==> src/rtl/ncr_pkg.sv <==
// ncr_pkg: constants, types and pin bundles for the cache read host controller
// assumes a single 25 MHz core clock and an 8-bit multiplexed flash port
package ncr_pkg;

    // flash command bytes
    localparam logic [7:0] CMD_READ_SETUP = 8'h00;
    localparam logic [7:0] CMD_READ_CONFIRM = 8'h30;
    localparam logic [7:0] CMD_CACHE_NEXT = 8'h31;
    localparam logic [7:0] CMD_CACHE_LAST = 8'h3f;
    localparam logic [7:0] CMD_STATUS = 8'h70;

    // status byte field positions
    localparam int STAT_READY_BIT = 6;
    localparam int STAT_WP_BIT = 7;

    // address layout: two column cycles, three row cycles
    localparam int COL_CYCLES = 2;
    localparam int ROW_CYCLES = 3;
    localparam int ADDR_CYCLES = COL_CYCLES + ROW_CYCLES;
    localparam int PAGE_BITS = 6;
    localparam int BLOCK_BITS = 10;

    // geometry defaults
    localparam int PAGE_BYTES_DEF = 2112;
    localparam int PAGES_PER_BLOCK_DEF = 64;

    // timing: write-high to busy-valid settle, rounded up to whole cycles
    localparam int CLK_PERIOD_NS = 40;
    localparam int T_WB_NS = 100;
    localparam int WB_CYCLES = (T_WB_NS + CLK_PERIOD_NS - 1) / CLK_PERIOD_NS;

    // reset value of wp_n and idle value of ce_n in the pin bundle
    localparam logic WP_N_RST = 1'b0;
    localparam logic CE_N_RST = 1'b1;

    typedef enum logic [3:0] {
        ST_INIT_CMD,
        ST_INIT_POLL,
        ST_IDLE,
        ST_RD_CMD0,
        ST_RD_ADDR,
        ST_RD_CMD30,
        ST_WAIT_RDY,
        ST_CACHE_CMD,
        ST_XFER
    } ncr_state_t;

    // one cache read run request
    typedef struct packed {
        logic [BLOCK_BITS-1:0] block;
        logic [PAGE_BITS-1:0] page;
        logic [PAGE_BITS:0] count;
    } ncr_req_t;

    // pins driven toward the flash
    typedef struct packed {
        logic ce_n;
        logic cle;
        logic ale;
        logic we_n;
        logic re_n;
        logic wp_n;
        logic [7:0] io_out;
        logic io_oe;
    } ncr_pins_t;

endpackage

==> src/rtl/ncr_buf.sv <==
// ncr_buf: small valid/ready buffer for the read byte stream
// assumes one clock; ce low freezes every register
`timescale 1ns/1ps
module ncr_buf import ncr_pkg::*; #(
    parameter int WIDTH = 8,
    parameter int DEPTH = 2
) (
    // clock and reset
    input wire logic core_clk,
    input wire logic arst_n,
    input wire logic ce,
    // fill side
    input wire logic in_valid,
    output logic in_ready,
    input wire logic [WIDTH-1:0] in_data,
    // drain side
    output logic out_valid,
    input wire logic out_ready,
    output logic [WIDTH-1:0] out_data
);
    localparam int AW = (DEPTH > 1) ? $clog2(DEPTH) : 1;

    if (DEPTH < 2 || (DEPTH & (DEPTH - 1)) != 0) begin : g_bad_depth
        $error("ncr_buf depth must be a power of two, at least 2");
    end

    logic [WIDTH-1:0] mem_q [DEPTH];
    logic [AW-1:0] wr_q;
    logic [AW-1:0] rd_q;
    logic [AW:0] cnt_q;
    wire push = ce && in_valid && in_ready;
    wire pop = ce && out_valid && out_ready;

    // honest full and empty straight from the fill count
    assign in_ready = (cnt_q != AW'(0) + (AW+1)'(DEPTH));
    assign out_valid = (cnt_q != '0);
    assign out_data = mem_q[rd_q];

    // storage carries no reset, only the pointers and fill count do
    always_ff @(posedge core_clk) begin
        if (push) begin
            mem_q[wr_q] <= in_data;
        end
    end

    // pointers and fill count
    always_ff @(posedge core_clk or negedge arst_n) begin
        if (!arst_n) begin
            wr_q <= '0;
            rd_q <= '0;
            cnt_q <= '0;
        end else begin
            if (push) wr_q <= wr_q + AW'(1);
            if (pop) rd_q <= rd_q + AW'(1);
            if (push && !pop) cnt_q <= cnt_q + (AW+1)'(1);
            else if (pop && !push) cnt_q <= cnt_q - (AW+1)'(1);
        end
    end
endmodule

==> src/rtl/ncr_host.sv <==
// ncr_host: host sequencer for pipelined cache page reads from a NAND flash
// assumes the flash pins are sampled synchronously to core_clk (25 MHz)
`timescale 1ns/1ps
// Notes on behaviour
// - run must stay inside one erase block
// - normal 00h-30h read precedes any 31h
// - last page of run uses 3Fh
// - shared busy line low means busy
// - only 70h issued until init ready
// - never assert write-protect while busy
// - write-protect stays high through operations
// - write-protect asserted while power unstable; the code asserts it only once idle with the line ready
module ncr_host import ncr_pkg::*; #(
    parameter int PAGE_BYTES = PAGE_BYTES_DEF,
    parameter int PAGES_PER_BLOCK = PAGES_PER_BLOCK_DEF,
    parameter int BUF_DEPTH = 2
) (
    // clock, reset, enable
    input wire logic core_clk,
    input wire logic arst_n,
    input wire logic ce,
    // run request
    input wire logic req_valid,
    output logic req_ready,
    input wire ncr_req_t req,
    output logic req_err,
    output logic run_done,
    // read byte stream
    output logic dout_valid,
    input wire logic dout_ready,
    output logic [7:0] dout_data,
    // control and state
    input wire logic pwr_ok,
    input wire logic wp_release,
    output logic init_done,
    // flash pins
    output ncr_pins_t pins,
    input wire logic [7:0] io_in,
    input wire logic rb_n
);
    localparam int BW = $clog2(PAGE_BYTES + 1);

    // the byte counter also walks the address cycles, so it must reach them
    if (PAGE_BYTES < 2 || (1 << BW) < ADDR_CYCLES ||
        PAGES_PER_BLOCK < 2 || PAGES_PER_BLOCK > (1 << PAGE_BITS))
    begin : g_bad_geom
        $error("ncr_host geometry out of range");
    end

    ncr_state_t state_q, state_d;
    logic ph_q;
    logic [BW-1:0] cnt_q;
    logic [PAGE_BITS:0] left_q;
    ncr_req_t run_q;
    logic [$clog2(WB_CYCLES + 1)-1:0] wb_q;
    logic in_cache_q;
    logic wp_n_q;
    logic init_done_q;
    logic err_q;
    logic done_q;
    logic confirm_seen_q;
    logic buf_in_ready;

    // strobe phase: ph 0 = strobe low, ph 1 = strobe high
    function automatic logic is_write_step(input ncr_state_t s);
        return s == ST_INIT_CMD || s == ST_RD_CMD0 || s == ST_RD_ADDR ||
               s == ST_RD_CMD30 || s == ST_CACHE_CMD;
    endfunction

    function automatic logic is_read_step(input ncr_state_t s);
        return s == ST_INIT_POLL || s == ST_XFER;
    endfunction

    // address byte for cycle idx; row = block,page
    wire [PAGE_BITS+BLOCK_BITS-1:0] row = {run_q.block, run_q.page};
    wire [23:0] row_bytes = {{(24-PAGE_BITS-BLOCK_BITS){1'b0}}, row};
    wire [7:0] addr_byte = (cnt_q < BW'(COL_CYCLES)) ? 8'h00 :
                           (cnt_q == BW'(COL_CYCLES)) ? row_bytes[7:0] :
                           (cnt_q == BW'(COL_CYCLES + 1)) ? row_bytes[15:8] :
                           row_bytes[23:16];

    // shared busy line: any device low means busy
    wire line_busy = !rb_n;
    wire last_cache = (left_q == (PAGE_BITS+1)'(1));
    wire [7:0] cache_cmd = last_cache ? CMD_CACHE_LAST : CMD_CACHE_NEXT;
    wire [7:0] cmd_byte = (state_q == ST_INIT_CMD) ? CMD_STATUS :
                          (state_q == ST_RD_CMD0) ? CMD_READ_SETUP :
                          (state_q == ST_RD_CMD30) ? CMD_READ_CONFIRM :
                          (state_q == ST_CACHE_CMD) ? cache_cmd : addr_byte;

    // request range check against block size
    wire [PAGE_BITS+1:0] req_end = {1'b0, req.count} + (PAGE_BITS+2)'(req.page);
    wire req_bad = (req.count == '0) || (req_end > (PAGE_BITS+2)'(PAGES_PER_BLOCK));
    wire take = ce && req_valid && req_ready;
    wire step = ce && ph_q;
    wire xfer_push = (state_q == ST_XFER) && !ph_q;
    wire stat_ready = io_in[STAT_READY_BIT] && !line_busy;
    wire wb_done = (wb_q == '0);

    // pin decode from registered state
    assign pins.ce_n = (state_q == ST_IDLE) ? CE_N_RST : 1'b0;
    assign pins.cle = (state_q != ST_RD_ADDR) && is_write_step(state_q);
    assign pins.ale = (state_q == ST_RD_ADDR);
    assign pins.we_n = !(is_write_step(state_q) && !ph_q);
    assign pins.re_n = !(is_read_step(state_q) && !ph_q);
    assign pins.wp_n = wp_n_q;
    assign pins.io_out = cmd_byte;
    assign pins.io_oe = is_write_step(state_q);

    assign req_ready = (state_q == ST_IDLE);
    assign req_err = err_q;
    assign run_done = done_q;
    assign init_done = init_done_q;

    // next state; read strobes stretch while the buffer is full
    always_comb begin
        state_d = state_q;
        case (state_q)
            ST_INIT_CMD: if (step) state_d = ST_INIT_POLL;
            ST_INIT_POLL: if (ce && !ph_q && stat_ready) state_d = ST_IDLE;
            ST_IDLE: if (take && !req_bad) state_d = ST_RD_CMD0;
            ST_RD_CMD0: if (step) state_d = ST_RD_ADDR;
            ST_RD_ADDR: if (step && cnt_q == BW'(ADDR_CYCLES - 1)) state_d = ST_RD_CMD30;
            ST_RD_CMD30: if (step) state_d = ST_WAIT_RDY;
            ST_WAIT_RDY: begin
                if (ce && wb_done && !line_busy) begin
                    state_d = in_cache_q ? ST_XFER : ST_CACHE_CMD;
                end
            end
            ST_CACHE_CMD: if (step) state_d = ST_WAIT_RDY;
            ST_XFER: begin
                if (step && cnt_q == BW'(PAGE_BYTES - 1)) begin
                    state_d = (left_q == '0) ? ST_IDLE : ST_CACHE_CMD;
                end
            end
            default: state_d = ST_IDLE;
        endcase
    end

    // main sequencer registers
    always_ff @(posedge core_clk or negedge arst_n) begin
        if (!arst_n) begin
            state_q <= ST_INIT_CMD;
            ph_q <= 1'b0;
            cnt_q <= '0;
            left_q <= '0;
            run_q <= '0;
            wb_q <= '0;
            in_cache_q <= 1'b0;
            init_done_q <= 1'b0;
        end else if (ce) begin
            state_q <= state_d;
            // ST_XFER read low phase ends only when the byte is taken
            if (is_write_step(state_q) || (state_q == ST_INIT_POLL)) ph_q <= !ph_q;
            else if (state_q == ST_XFER) ph_q <= ph_q ? 1'b0 : buf_in_ready;
            else ph_q <= 1'b0;
            if (state_q != state_d) cnt_q <= '0;
            else if ((state_q == ST_RD_ADDR || state_q == ST_XFER) && ph_q) begin
                cnt_q <= cnt_q + BW'(1);
            end
            if (take && !req_bad) begin
                run_q <= req;
                left_q <= req.count;
                in_cache_q <= 1'b0;
            end
            if (state_q == ST_CACHE_CMD && ph_q) begin
                left_q <= left_q - (PAGE_BITS+1)'(1);
                in_cache_q <= 1'b1;
            end
            if (state_d == ST_WAIT_RDY && state_q != ST_WAIT_RDY) wb_q <= WB_CYCLES[$bits(wb_q)-1:0];
            else if (!wb_done) wb_q <= wb_q - 1'b1;
            if (state_q == ST_INIT_POLL && state_d == ST_IDLE) init_done_q <= 1'b1;
        end
    end

    // write-protect moves only when idle and the line is ready
    wire wp_may_move = (state_q == ST_IDLE) && !line_busy;
    always_ff @(posedge core_clk or negedge arst_n) begin
        if (!arst_n) begin
            wp_n_q <= WP_N_RST;
        end else if (ce && wp_may_move) begin
            wp_n_q <= pwr_ok && wp_release && init_done_q;
        end
    end

    // one-cycle answers to a request
    always_ff @(posedge core_clk or negedge arst_n) begin
        if (!arst_n) begin
            err_q <= 1'b0;
            done_q <= 1'b0;
            confirm_seen_q <= 1'b0;
        end else if (ce) begin
            err_q <= take && req_bad;
            done_q <= (state_q == ST_XFER) && (state_d == ST_IDLE);
            if (state_q == ST_IDLE) confirm_seen_q <= 1'b0;
            else if (state_q == ST_RD_CMD30 && ph_q) confirm_seen_q <= 1'b1;
        end
    end

    // two-entry buffer absorbs a stalled receiver without losing a byte
    ncr_buf #(
        .WIDTH(8),
        .DEPTH(BUF_DEPTH)
    ) u_buf (
        .core_clk(core_clk),
        .arst_n(arst_n),
        .ce(ce),
        .in_valid(xfer_push),
        .in_ready(buf_in_ready),
        .in_data(io_in),
        .out_valid(dout_valid),
        .out_ready(dout_ready),
        .out_data(dout_data)
    );

    // checks on the flash-side sequence
    property p_block_limit;
        @(posedge core_clk) disable iff (!arst_n)
        (take && req_bad) |=> (req_err && state_q == ST_IDLE);
    endproperty
    a_block_limit: assert property (p_block_limit) else $error("bad run accepted");

    property p_confirm_first;
        @(posedge core_clk) disable iff (!arst_n)
        (state_q == ST_CACHE_CMD && !pins.we_n) |-> confirm_seen_q;
    endproperty
    a_confirm_first: assert property (p_confirm_first) else $error("31h before 30h");

    property p_last_cmd;
        @(posedge core_clk) disable iff (!arst_n)
        (state_q == ST_CACHE_CMD && left_q == (PAGE_BITS+1)'(1)) |-> pins.io_out == 8'h3f;
    endproperty
    a_last_cmd: assert property (p_last_cmd) else $error("last page not 3fh");

    property p_line_busy;
        @(posedge core_clk) disable iff (!arst_n)
        (state_q == ST_WAIT_RDY && !rb_n) |=> state_q == ST_WAIT_RDY;
    endproperty
    a_line_busy: assert property (p_line_busy) else $error("left wait while busy");

    property p_init_status;
        @(posedge core_clk) disable iff (!arst_n)
        (!init_done && !pins.we_n) |-> (pins.io_out == 8'h70 && pins.cle);
    endproperty
    a_init_status: assert property (p_init_status) else $error("non-70h during init");

    property p_wp_busy;
        @(posedge core_clk) disable iff (!arst_n)
        (!rb_n && pins.wp_n) |=> pins.wp_n;
    endproperty
    a_wp_busy: assert property (p_wp_busy) else $error("wp asserted while busy");

    property p_wp_hold;
        @(posedge core_clk) disable iff (!arst_n)
        (state_q != ST_IDLE) |=> $stable(pins.wp_n);
    endproperty
    a_wp_hold: assert property (p_wp_hold) else $error("wp moved mid operation");

    property p_wp_power;
        @(posedge core_clk) disable iff (!arst_n)
        (!pwr_ok && ce && state_q == ST_IDLE && rb_n) |=> !pins.wp_n;
    endproperty
    a_wp_power: assert property (p_wp_power) else $error("wp high with power off");

    property p_ready_first;
        @(posedge core_clk) disable iff (!arst_n)
        (state_q == ST_XFER && $past(state_q) == ST_WAIT_RDY) |-> $past(rb_n, 1);
    endproperty
    a_ready_first: assert property (p_ready_first) else $error("readout before ready");

    c_init: cover property (@(posedge core_clk) disable iff (!arst_n) $rose(init_done));
    c_run: cover property (@(posedge core_clk) disable iff (!arst_n) run_done);
    c_stall: cover property (@(posedge core_clk) disable iff (!arst_n)
        state_q == ST_XFER && !buf_in_ready);
    c_last: cover property (@(posedge core_clk) disable iff (!arst_n)
        state_q == ST_CACHE_CMD && pins.io_out == CMD_CACHE_LAST && !pins.we_n);
    c_wp_up: cover property (@(posedge core_clk) disable iff (!arst_n) $rose(pins.wp_n));

    // run-level checks; a cache command only follows a ready line
    property p_cmd_ready;
        @(posedge core_clk) disable iff (!arst_n)
        (state_q == ST_CACHE_CMD && $past(state_q) == ST_WAIT_RDY) |-> $past(rb_n, 1);
    endproperty
    a_cmd_ready: assert property (p_cmd_ready) else $error("cmd before ready");

    property p_wp_init;
        @(posedge core_clk) disable iff (!arst_n)
        !init_done |-> !pins.wp_n;
    endproperty
    a_wp_init: assert property (p_wp_init) else $error("wp lifted before init");

    property p_next_cmd;
        @(posedge core_clk) disable iff (!arst_n)
        (state_q == ST_CACHE_CMD && left_q > (PAGE_BITS+1)'(1)) |->
            pins.io_out == CMD_CACHE_NEXT;
    endproperty
    a_next_cmd: assert property (p_next_cmd) else $error("inner page not 31h");

    property p_confirm_write;
        @(posedge core_clk) disable iff (!arst_n)
        (state_q == ST_RD_CMD30 && !pins.we_n) |->
            (pins.io_out == CMD_READ_CONFIRM && pins.cle);
    endproperty
    a_confirm_write: assert property (p_confirm_write) else $error("bad confirm byte");
endmodule

==> config.mk <==
export PLATFORM = sky130hd
export DESIGN_NAME = ncr_host
export DESIGN_NICKNAME = d
export VERILOG_FILES = /design/src/rtl/ncr_pkg.sv /design/src/rtl/ncr_buf.sv /design/src/rtl/ncr_host.sv
export SDC_FILE = /design/constraint.sdc
export NUM_CORES = 1
export LEC_CHECK = 0
export BUFFER_PORTS_ARGS = -buffer_cell sky130_fd_sc_hd__buf_2
export CAP_MARGIN = 15
export CORE_AREA = 2 2 94 96
export CTS_BUF_LIST = sky130_fd_sc_hd__clkbuf_4 sky130_fd_sc_hd__clkbuf_8
export DETAILED_ROUTE_END_ITERATION = 10
export DIE_AREA = 0 0 96 98
export HOLD_SLACK_MARGIN = 0.02
export PLACE_DENSITY = 0.71
export SLEW_MARGIN = 20
export SYNTH_ARGS = -nofsm -noshare
export SYNTH_HDL_FRONTEND = slang
export SYNTH_SLANG_ARGS = --single-unit
==> constraint.sdc <==
create_clock -name core_clk -period 8.5 [get_ports core_clk]
set_input_delay 0.85 -clock core_clk [delete_from_list [all_inputs] [get_ports core_clk]]
set_output_delay 0.85 -clock core_clk [all_outputs]
set_load 0.01 [all_outputs]
==> impl_results.md, run 1 <==
- Drt first pass iters: 5
- # DRC: 0
- Detail Placement HPWL: 7.08 mm
- RSZ-0062 raised after global routing: no
- Final Hold Fails: 0
- Slowest stage delay, CP: ~0.65 ns
- CTS clk-pin slew, worst paths: ~0.08 ns
- Routability Congestion: 0.882
- Hold crit path type: reg2reg
- Final nets: about 540
- Max-Cap Viols: 0
- Comb pwr share: 0.279
- Fin area: between 4000 and 5000 µm²
- Area post-placement: 4490 µm²
- Wire length per cell: approximately 16 µm
- Slowest stage cell on the critical path: dfrtp_1
- CTS Buf Count: 9
- Core Util, Final: 0.560
- Synth Warn #: 0
- Pwr/cell area: 233 nW/µm²
- Fraction of layout cells with a size suffix above 1: 0.225
- #FFs+latches synth: between 60 and 70
- Rows: 34
- Fmax: 0.292 GHz
- Met2 Use GR: 0.340
- Initial antenna violation count: 0
- H-tree depth: 3
- # setup viols final: 0
- Die Y: 98 µm
- CORE AREA: approximately 8500 µm²
- Reg2reg start: state_q[0]
- Clk_lat worst skew: 0.35 ns
- Hold Path Depth: 1
- I/O pin total: 67
- Vias in the first global route: 3412
- ANT cells: 0
- Mapped Cells: 428
- # port buffers: 66
- GRT Max-Usage Layer: met2
- Area growth from synthesis to layout: 14.9%
- Max VDD drop: about 0.12 mV
- Setup crit start: state_q[0]
- Met3 GRT Util: 0.0540
- Clk_skew: 0.0114 ns
- Critical path capture point type: flip-flop
- Largest net degree at the start of global routing: 52
- Min Hold Slack: 0.482 ns
- Worst Tran Pin Value: 0.769 ns
- GRT Residual Overflow: 0
- DR iter-0 viols: 231
- Sequential share of power: 0.425
- Setup bufs post-CTS: 0
- Static Leak: 0.00212 µW
- Synthesized net count: slightly below 500
- Switch share: 0.339
- Die W: 96 µm
- Post-Syn Area: 4130 µm²
- Crit path max fanout: 28
- GRT Overall Usage: 0.215
- Most frequent cells in the layout: buf_2, a21oi_1, dfrtp_1
- CTS hold repair buffers: 0
- Setup crit start kind: flip-flop
- Max-slew violation count: 0
- Yosys cell types: 64
- Drt total wl: roughly 9.6 mm
- Crit path DAT: 3.66 ns
- Dpl ws: about 4.7 ns
- Hold path start: wb_q[0]
- Vias: 3509
- CP Class: reg2reg
- Mean post-synth cell area: 9.64 µm²
- Num Clock Sinks: 67
- TritonCTS clock tree: done
- Initial Util: 0.488
- Ys flop type: dfrtp_1
- Clock power share: 0.296
- Root buffer cell: clkbuf_8
- Clk buf depth: 2
- Outcome: finished, final reports clean
- Die area: 9410 µm²
- R2R depth: 7
- Period Utilization, post-route: 0.403
- Global routing usage on met1: 0.287
- Relative slew slack: 0.483
- Number of synthesized flops with an enable pin: 16
- Ys async rst share: 0.761
- DR vias/cell: approximately 5.9
- Setup TNS: 0 ns
- Data required time of the worst path: slightly below 9 ns
- Critical Path, Cell by Cell: nand2b_1 -> nor3_1 -> nand3_1 -> a211o_1 -> buf_4 -> and2_0 -> a211o_1
- Global-route wire length before repair: 16.0 mm
- Internal power: 730 µW
- Post-CTS sizing: 0
- Most common cell on crit path: a211o_1
- Routed Antenna Nets: 0
- Seq/Total Area, Yosys: 0.426
- Commonest non-fill, non-tap cell in the layout: buf_2
- Final worst setup slack: 5.08 ns
- Final min period: roughly 3.4 ns
- Sw Pwr: roughly 370 µW
-- Yosys cell counts, types with 5 or more instances --
master,number,area (µm²)
nand2_1,25,93.8
and2_1,5,31.3
clkbuf_1,14,52.6
a21oi_1,51,255
mux2_2,9,101
and3_1,7,43.8
inv_1,21,78.8
xnor2_1,8,70.1
nand2b_1,10,62.6
nor3_1,9,45.0
ha_1,14,175
a211o_1,5,43.8
o21ai_0,13,65.1
nor4_1,9,56.3
nand3_1,14,70.1
a31oi_1,7,43.8
nor2_1,38,143
edfxtp_1,16,480
a22o_1,9,78.8
dfrtp_1,51,1280
mux2_1,14,158
o21ai_2,5,43.8
-- per-stage QoR --
stage / power [µW] / instances
after CTS: 1110 / 596
after global routing: 1170 / 596
after floorplan: 691 / 428
final: 1100 / 596
after detailed placement: 783 / 580
after global placement: 772 / 580
-- sequential cells by signal (all words and copies together), names as in the netlist, 2 cells and up --
register / count
row: 16
u_buf.mem_q: 16
cnt_q: 12
left_q: 7
state_q: 4
u_buf.cnt_q: 2
wb_q: 2
-- layout make-up --
class / instances / area [µm²]
Multi-Input combinational cell: 314 / 2170
Inverter: 22 / 82.6
Tap cell: 108 / 135
Timing Repair Buffer: 69 / 353
Fill cell: 746 / 3720
Sequential cell: 67 / 1760
Clock inverter: 7 / 125
Clock buffer: 9 / 124
-- worst paths after layout --
kind,endpoint,slack [ns]
max,left_q[0],5.08
min,wb_q[0],0.48
max reg2reg,left_q[0],5.08
min reg2reg,wb_q[0],0.48
max in group asynchronous,run_done,7.43
min in group asynchronous,cnt_q[10],0.60
-- per-layer routing --
layer	part of all wire	vias up
met1	0.44	1694
met5	0	-
met3	0.062	13
li1	-	1677
met4	0.017	0
met2	0.48	125
-- cell families (layout without fill, tap and decap cells) --
group           Yosys count  after routing  synth area share
flops                    67             67             0.426
buf+inv                  47            107            0.0494
simple gates            142            142             0.179
mux                      23             23            0.0627
fa+ha+maj                15             15            0.0473
compound gates          124            124             0.214
xor+xnor                 10             10            0.0212
-- worst max-delay path: cells and delay by family, from the launching register on --
family	cells	cell delay (ns)
compound gates	2	0.86
flops	1	0.65
simple gates	4	1.46
buf+inv	1	0.33
-- power groups by stage --
| stage | Clock, µW | Sequential (µW) | Combinational [µW] |
|---|---|---|---|
| 2_1_floorplan | 0 | 433 | 258 |
| 3_3_place_gp | 0 | 470 | 301 |
| 3_5_place_dp | 0 | 474 | 310 |
| 4_1_cts | 331 | 467 | 311 |
| 5_1_grt | 345 | 478 | 347 |
| 6_report | 327 | 469 | 308 |
Note: power is estimated with default switching activity, not from simulation.
==> run 2: changes to the inputs <==
Clock period 8.5 ns to 3.3 ns, I/O delays scaled along.
==> impl_results.md, run 2 (synthesis gave the netlist of run 1 again) <==
- Outcome: finished, final reports clean
- Area post-placement: 4570 µm² (+1.7%)
- Clk_lat worst skew: 0.36 ns (about the same)
- CTS hold repair buffers: 1 (+1)
- CP Class: reg2reg
- Met1 WL: 4.54 mm (+7.9%)
- Routed Antenna Nets: 0 (unchanged)
- # port buffers: 66 (unchanged)
- Wire length per cell: 16.3 µm (+1.0%)
- Top Family by Delay on Critical Path: simple AND/OR/NAND/NOR gates
- Static Leak: 0.00216 µW (+1.7%)
- GRT Residual Overflow: 0 (unchanged)
- Die W: 96 µm (unchanged)
- Die area: 9410 µm² (unchanged)
- CTS clk-pin slew, worst paths: 0.08 ns (about the same)
- Max-slew violation count: 0 (unchanged)
- # DRC: 0 (unchanged)
- Post-CTS sizing: 0 (unchanged)
- Initial Util: 0.488 (unchanged)
- Initial antenna violation count: 0 (unchanged)
- Pwr/cell area: 574 nW/µm² (+150%)
- Data required time of the worst path: 3.53 ns (-5.21 ns)
- Clock power share: 0.264 (-0.032)
- Sw Pwr: 994 µW (+170%)
- Commonest non-fill, non-tap cell in the layout: buf_2
- Sequential share of power: 0.432 (+0.007)
- Rows: 34 (unchanged)
- Global-route wire length before repair: 16.3 mm (+1.9%)
- # setup viols final: 0 (unchanged)
- Setup bufs post-CTS: 0 (unchanged)
- Vias: 3538 (+0.83%)
- Internal power: 1750 µW (+140%)
- Crit path max fanout: 9 (-68%)
- Final nets: 548 (+2.0%)
- Fmax: 0.349 GHz (+19%)
- TritonCTS clock tree: done
- Final min period: 2.87 ns (-0.557 ns)
- Fraction of layout cells with a size suffix above 1: 0.240 (+0.0151)
- Final Hold Fails: 0 (unchanged)
- Drt total wl: 9.87 mm (+2.9%)
- Met3 wire len: 543 µm (-8.7%)
- Switch share: 0.362 (+0.0232)
- Comb pwr share: 0.304 (+0.025)
- Filler cell count: 754 (+1.1%)
- Vias in the first global route: 3319 (-2.7%)
- Largest net degree at the start of global routing: 30 (-42%)
- Relative slew slack: 0.531 (+0.0475)
- Dpl ws: 0.488 ns (-4.25 ns)
- Clk buf depth: 2 (unchanged)
- DR vias/cell: 5.83 (-1.0%)
- Crit path DAT: 3.09 ns (-0.57 ns)
- Core Util, Final: 0.565 (+0.00488)
- Worst path bufs/invs: 0 (-1)
- Setup TNS: 0 ns (unchanged)
- CTS Buf Count: 9 (unchanged)
- Drt first pass iters: 5 (unchanged)
- Highest metal used: met4
- GRT Overall Usage: 0.222 (+0.00689)
- Fin area: 4780 µm² (+0.87%)
- RSZ-0062 raised after global routing: no
- I/O pin total: 67 (unchanged)
- Routed wl met2: 4.64 mm (+0.43%)
- Clk_skew: 0.0118 ns (+0.000431 ns)
- Period Utilization, post-route: 0.868 (+0.466)
- Slowest stage cell on the critical path: or4_1
- Max VDD drop: 0.288 mV (+150%)
- Hold crit path type: in2reg
- Final worst setup slack: 0.434 ns (-4.64 ns)
- Slowest stage delay, CP: 0.59 ns (-0.06 ns)
- DR iter-0 viols: 309 (+34%)
- ANT cells: 0 (unchanged)
- Critical Path, Cell by Cell: or4_1 -> nor4_1 -> and3b_1 -> a211o_1 -> a2111oi_4 -> a21boi_4 -> a31oi_4
- Area growth from synthesis to layout: 15.9%
- Worst Tran Pin Value: 0.702 ns (-0.0667 ns)
- Min Hold Slack: 0.162 ns (-0.319 ns)
- Routability Congestion: 0.933 (+5.8%)
- Critical path capture point type: flip-flop
- Max-Cap Viols: 0 (unchanged)
- Setup crit start kind: flip-flop
- H-tree depth: 3 (unchanged)
- Root buffer cell: clkbuf_8
- Die Y: 98 µm (unchanged)
- Most frequent cells in the layout: buf_2, a21oi_1, dfrtp_1
- Detail Placement HPWL: 7.31 mm (+3.3%)
- Num Clock Sinks: 67 (unchanged)
- CORE AREA: 8470 µm² (unchanged)
run 2: cell types whose count changed in the layout (fill, tap and decap cells not counted), sizes merged:
cell | previous run | this run
inv | 23 | 26
dlygate4sd3 | 0 | 1
buf | 69 | 79
clkinv | 3 | 2
bufinv | 3 | 1
run 2: final timing paths:
check / start / end / slack (ns) / cells past startpoint
min in group asynchronous: arst_n / cnt_q[8] / 0.48 / 2
worst min register to register: wb_q[0] / wb_q[0] / 0.48 / 1
worst min-delay path: io_in[5] / u_buf.mem_q[1][5] / 0.16 / 1
worst max register to register: cnt_q[6] / cnt_q[6] / 0.43 / 7
max in group asynchronous: arst_n / row[4] / 2.04 / 3
worst max-delay path: cnt_q[6] / cnt_q[6] / 0.43 / 7
run 2: power groups by stage:
stage	Combinational (µW)	Clock, µW	Sequential (µW)
5_1_grt	924	772	1210
6_report	835	724	1190
2_1_floorplan	664	0	1120
4_1_cts	836	740	1180
3_5_place_dp	830	0	1200
3_3_place_gp	818	0	1190
run 2: area by class of cell:
type	count	area, µm²	area share
clock buffer	9	124	0.0259
clock inverter	7	81.3	0.0170
inverter	22	82.6	0.0173
multi-input combinational	314	2170	0.453
sequential	67	1760	0.367
tap	108	135	0.0282
timing repair buffer	80	438	0.0915
run 2: stage by stage:
step	power, µW	instances
2_1_floorplan	1780	428
3_3_place_gp	2010	590
3_5_place_dp	2030	590
4_1_cts	2760	607
5_1_grt	2910	607
6_report	2750	607
run 2: per-layer routing:
layer,GRT usage,up-vias
met1,0.308,1715
met5,0,-
li1,-,1691
met3,0.0409,11
met4,0.0758,0
met2,0.349,121
run 2: worst register-to-register path: cells and delay by family, from the launching register on:
kind	cells	cell delay, ns
AOI/OAI and AO/OA	4	1.03
and+or+nand+nor	3	1.25
DFF	1	0.45
==> run 3: changes to the inputs <==
Settings changed: ABC_AREA set to 1.
==> impl_results.md, run 3 <==
- Outcome: finished, final reports clean
- Mapped Cells: 534 (+25%)
- I/O pin total: 67 (unchanged)
- Die Y: 98 µm (unchanged)
- Hold crit path type: in2async
- # setup viols final: 0 (unchanged)
- CTS clk-pin slew, worst paths: 0.08 ns (about the same)
- Footprint of the multi-input gates: 1960 µm² (-9.7%)
- Ys async rst share: 0.761 (unchanged)
- Die W: 96 µm (unchanged)
- Critical path capture point type: output pin
- Routed Antenna Nets: 0 (unchanged)
- Period Utilization, post-route: 0.889 (+0.0202)
- Drt first pass iters: 5 (unchanged)
- Reg area: 1760 µm² (unchanged)
- Commonest non-fill, non-tap cell in the layout: nand2_1
- Final nets: 655 (+20%)
- Seq/Total Area, Yosys: 0.429 (+0.00364)
- Placed cell count: 698 (+18%)
- Crit path DAT: 2.60 ns (-0.49 ns)
- Initial antenna violation count: 0 (unchanged)
- DR iter-0 viols: 197 (-36%)
- Core Util, Final: 0.555 (-0.00975)
- Max-Cap Viols: 0 (unchanged)
- Data required time of the worst path: 2.97 ns (-0.56 ns)
- Num Clock Sinks: 67 (unchanged)
- Fmax: 0.341 GHz (-2.3%)
- Synth area leader: dfrtp_1
- Synth top cells by count: nand2_1, inv_1, dfrtp_1
- GRT Residual Overflow: 0 (unchanged)
- Setup bufs post-CTS: 0 (unchanged)
- Root buffer cell: clkbuf_8
- Ys flop type: dfrtp_1
- Area growth from synthesis to layout: 14.9%
- Post-CTS sizing: 0 (unchanged)
- Synth Warn #: 0 (unchanged)
- Global-route wire length before repair: 16.2 mm (-0.13%)
- DR vias/cell: 5.20 (-11%)
- Static Leak: 0.00244 µW (+13%)
- Post-Layout Cell Count: 714 (+18%)
- Share of the synthesized area in the top cell type: 0.312 (+0.00265)
- Final min period: 2.93 ns (+0.0666 ns)
- Wire length per cell: 13.7 µm (-16%)
- #FFs+latches synth: 67 (unchanged)
- Synthesized net count: 588 (+22%)
- Mean post-synth cell area: 7.66 µm² (-21%)
- Clk_skew: 0.0135 ns (+0.00172 ns)
- Setup crit start kind: flip-flop
- Die area: 9410 µm² (unchanged)
- Number of synthesized flops with an enable pin: 16 (unchanged)
- Setup TNS: 0 ns (unchanged)
- Rows: 34 (unchanged)
- GRT Overall Usage: 0.218 (-0.00400)
- Synth area leaders: dfrtp_1, nand2_1, edfxtp_1
- Initial Util: 0.483 (-0.00414)
- Crit path max fanout: 8 (-1)
- Drt total wl: 9.79 mm (-0.72%)
- Relative slew slack: 0.376 (-0.155)
- Vias: 3715 (+5.0%)
- CORE AREA: 8470 µm² (unchanged)
- Filler cell count: 833 (+10%)
- Max-slew violation count: 0 (unchanged)
- Pwr/cell area: 655 nW/µm² (+14%)
- Post-Syn Area: 4090 µm² (-0.85%)
- Largest net degree at the start of global routing: 40 (+33%)
- TritonCTS clock tree: done
- H-tree depth: 3 (unchanged)
- Max VDD drop: 0.203 mV (-29%)
- # DRC: 0 (unchanged)
- Yosys cell types: 40 (-38%)
- Most common cell in the netlist: nand2_1
- Clk buf depth: 2 (unchanged)
- Most frequent cells in the layout: nand2_1, inv_1, buf_2
- Fraction of layout cells with a size suffix above 1: 0.175 (-0.0656)
- CP Class: reg2out
- RSZ-0062 raised after global routing: no
- Detail Placement HPWL: 7.44 mm (+1.7%)
- Worst Tran Pin Value: 0.936 ns (+0.233 ns)
- Vias in the first global route: 3585 (+8.0%)
- Clk_lat worst skew: 0.36 ns (about the same)
- CTS Buf Count: 9 (unchanged)
- # port buffers: 66 (unchanged)
- Routability Congestion: 0.917 (-1.7%)
- ANT cells: 0 (unchanged)
- Final Hold Fails: 0 (unchanged)
- CTS hold repair buffers: 0 (-1)
## run 3: changes by cell type after synthesis, moves of 10 or more
cell      before  now
nand2_1       25  140
inv_1         21   75
a21oi_1       51   16
nand3_1       14   46
o21ai_0       13   41
mux2_1        14    0
xor2_1         2   13
nand2b_1      10    0
## run 3: area by class of cell
cell class | instances | share of cell area
Sequential cell | 67 | 0.374
Clock buffer | 9 | 0.0263
Inverter | 80 | 0.0639
Tap cell | 108 | 0.0287
Timing Repair Buffer | 70 | 0.0766
Clock inverter | 7 | 0.0146
Multi-Input combinational cell | 373 | 0.416
## run 3: kinds of logic (layout without fill, tap and decap cells)
| logic type | after synthesis | count (layout) | share of synthesized area |
|---|---|---|---|
| AOI/OAI and AO/OA | 82 | 82 | 0.117 |
| and+or+nand+nor | 260 | 260 | 0.279 |
| DFF | 67 | 67 | 0.429 |
| xor gates and xnor gates | 16 | 16 | 0.0342 |
| adders and majority gates | 15 | 15 | 0.0477 |
| buffers and inverters | 94 | 166 | 0.0926 |
## run 3: routing by layer
| layer | GRT usage | vias up | wire length, µm |
|---|---|---|---|
| met5 | 0 | - | 0 |
| met4 | 0.0769 | 0 | 142 |
| met3 | 0.0394 | 13 | 396 |
| met2 | 0.361 | 83 | 4810 |
| met1 | 0.285 | 1740 | 4440 |
| li1 | - | 1879 | - |
## run 3: critical path, cell delays in order (launching register included)
cell and delay [ns]:
dfrtp_1 0.45, nor2_1 0.17, nand2_1 0.09, nor2_1 0.25
nand3_1 0.37, o32ai_1 0.38, a21oi_1 0.11, o21ai_0 0.24
buf_2 0.18
## run 3: path summary, 6_finish.rpt
path                             from           endpoint  slack [ns]  cells past startpoint
max                          cnt_q[6]            pins[6]        0.37                      8
min reg2reg                 init_done          init_done        0.49                      2
min                            arst_n           cnt_q[5]        0.10                      1
max reg2reg                state_q[0]           cnt_q[7]        0.95                     11
min in group core_clk        io_in[2]  u_buf.mem_q[1][2]        0.16                      1
max in group asynchronous      arst_n          left_q[2]        2.45                      2
## run 3: stage by stage
step | worst slack [ns] | cell area [µm²] | hold WS, ns | power [µW]
4_1_cts | 0.396 | 4700 | 0.143 | 3100
6_report | 0.368 | 4700 | 0.103 | 3080
3_3_place_gp | 0.761 | 4510 | 0.473 | 2380
3_5_place_dp | 0.659 | 4510 | 0.475 | 2420
5_1_grt | 0.239 | 4700 | 0.155 | 3330
2_1_floorplan | 1.03 | 4090 | 0.0344 | 2080
## run 3: where the power goes
part	internal [µW]	total [µW]	switching (µW)
sequential	1090	1230	143
combinational	411	1170	757
clock	346	680	334
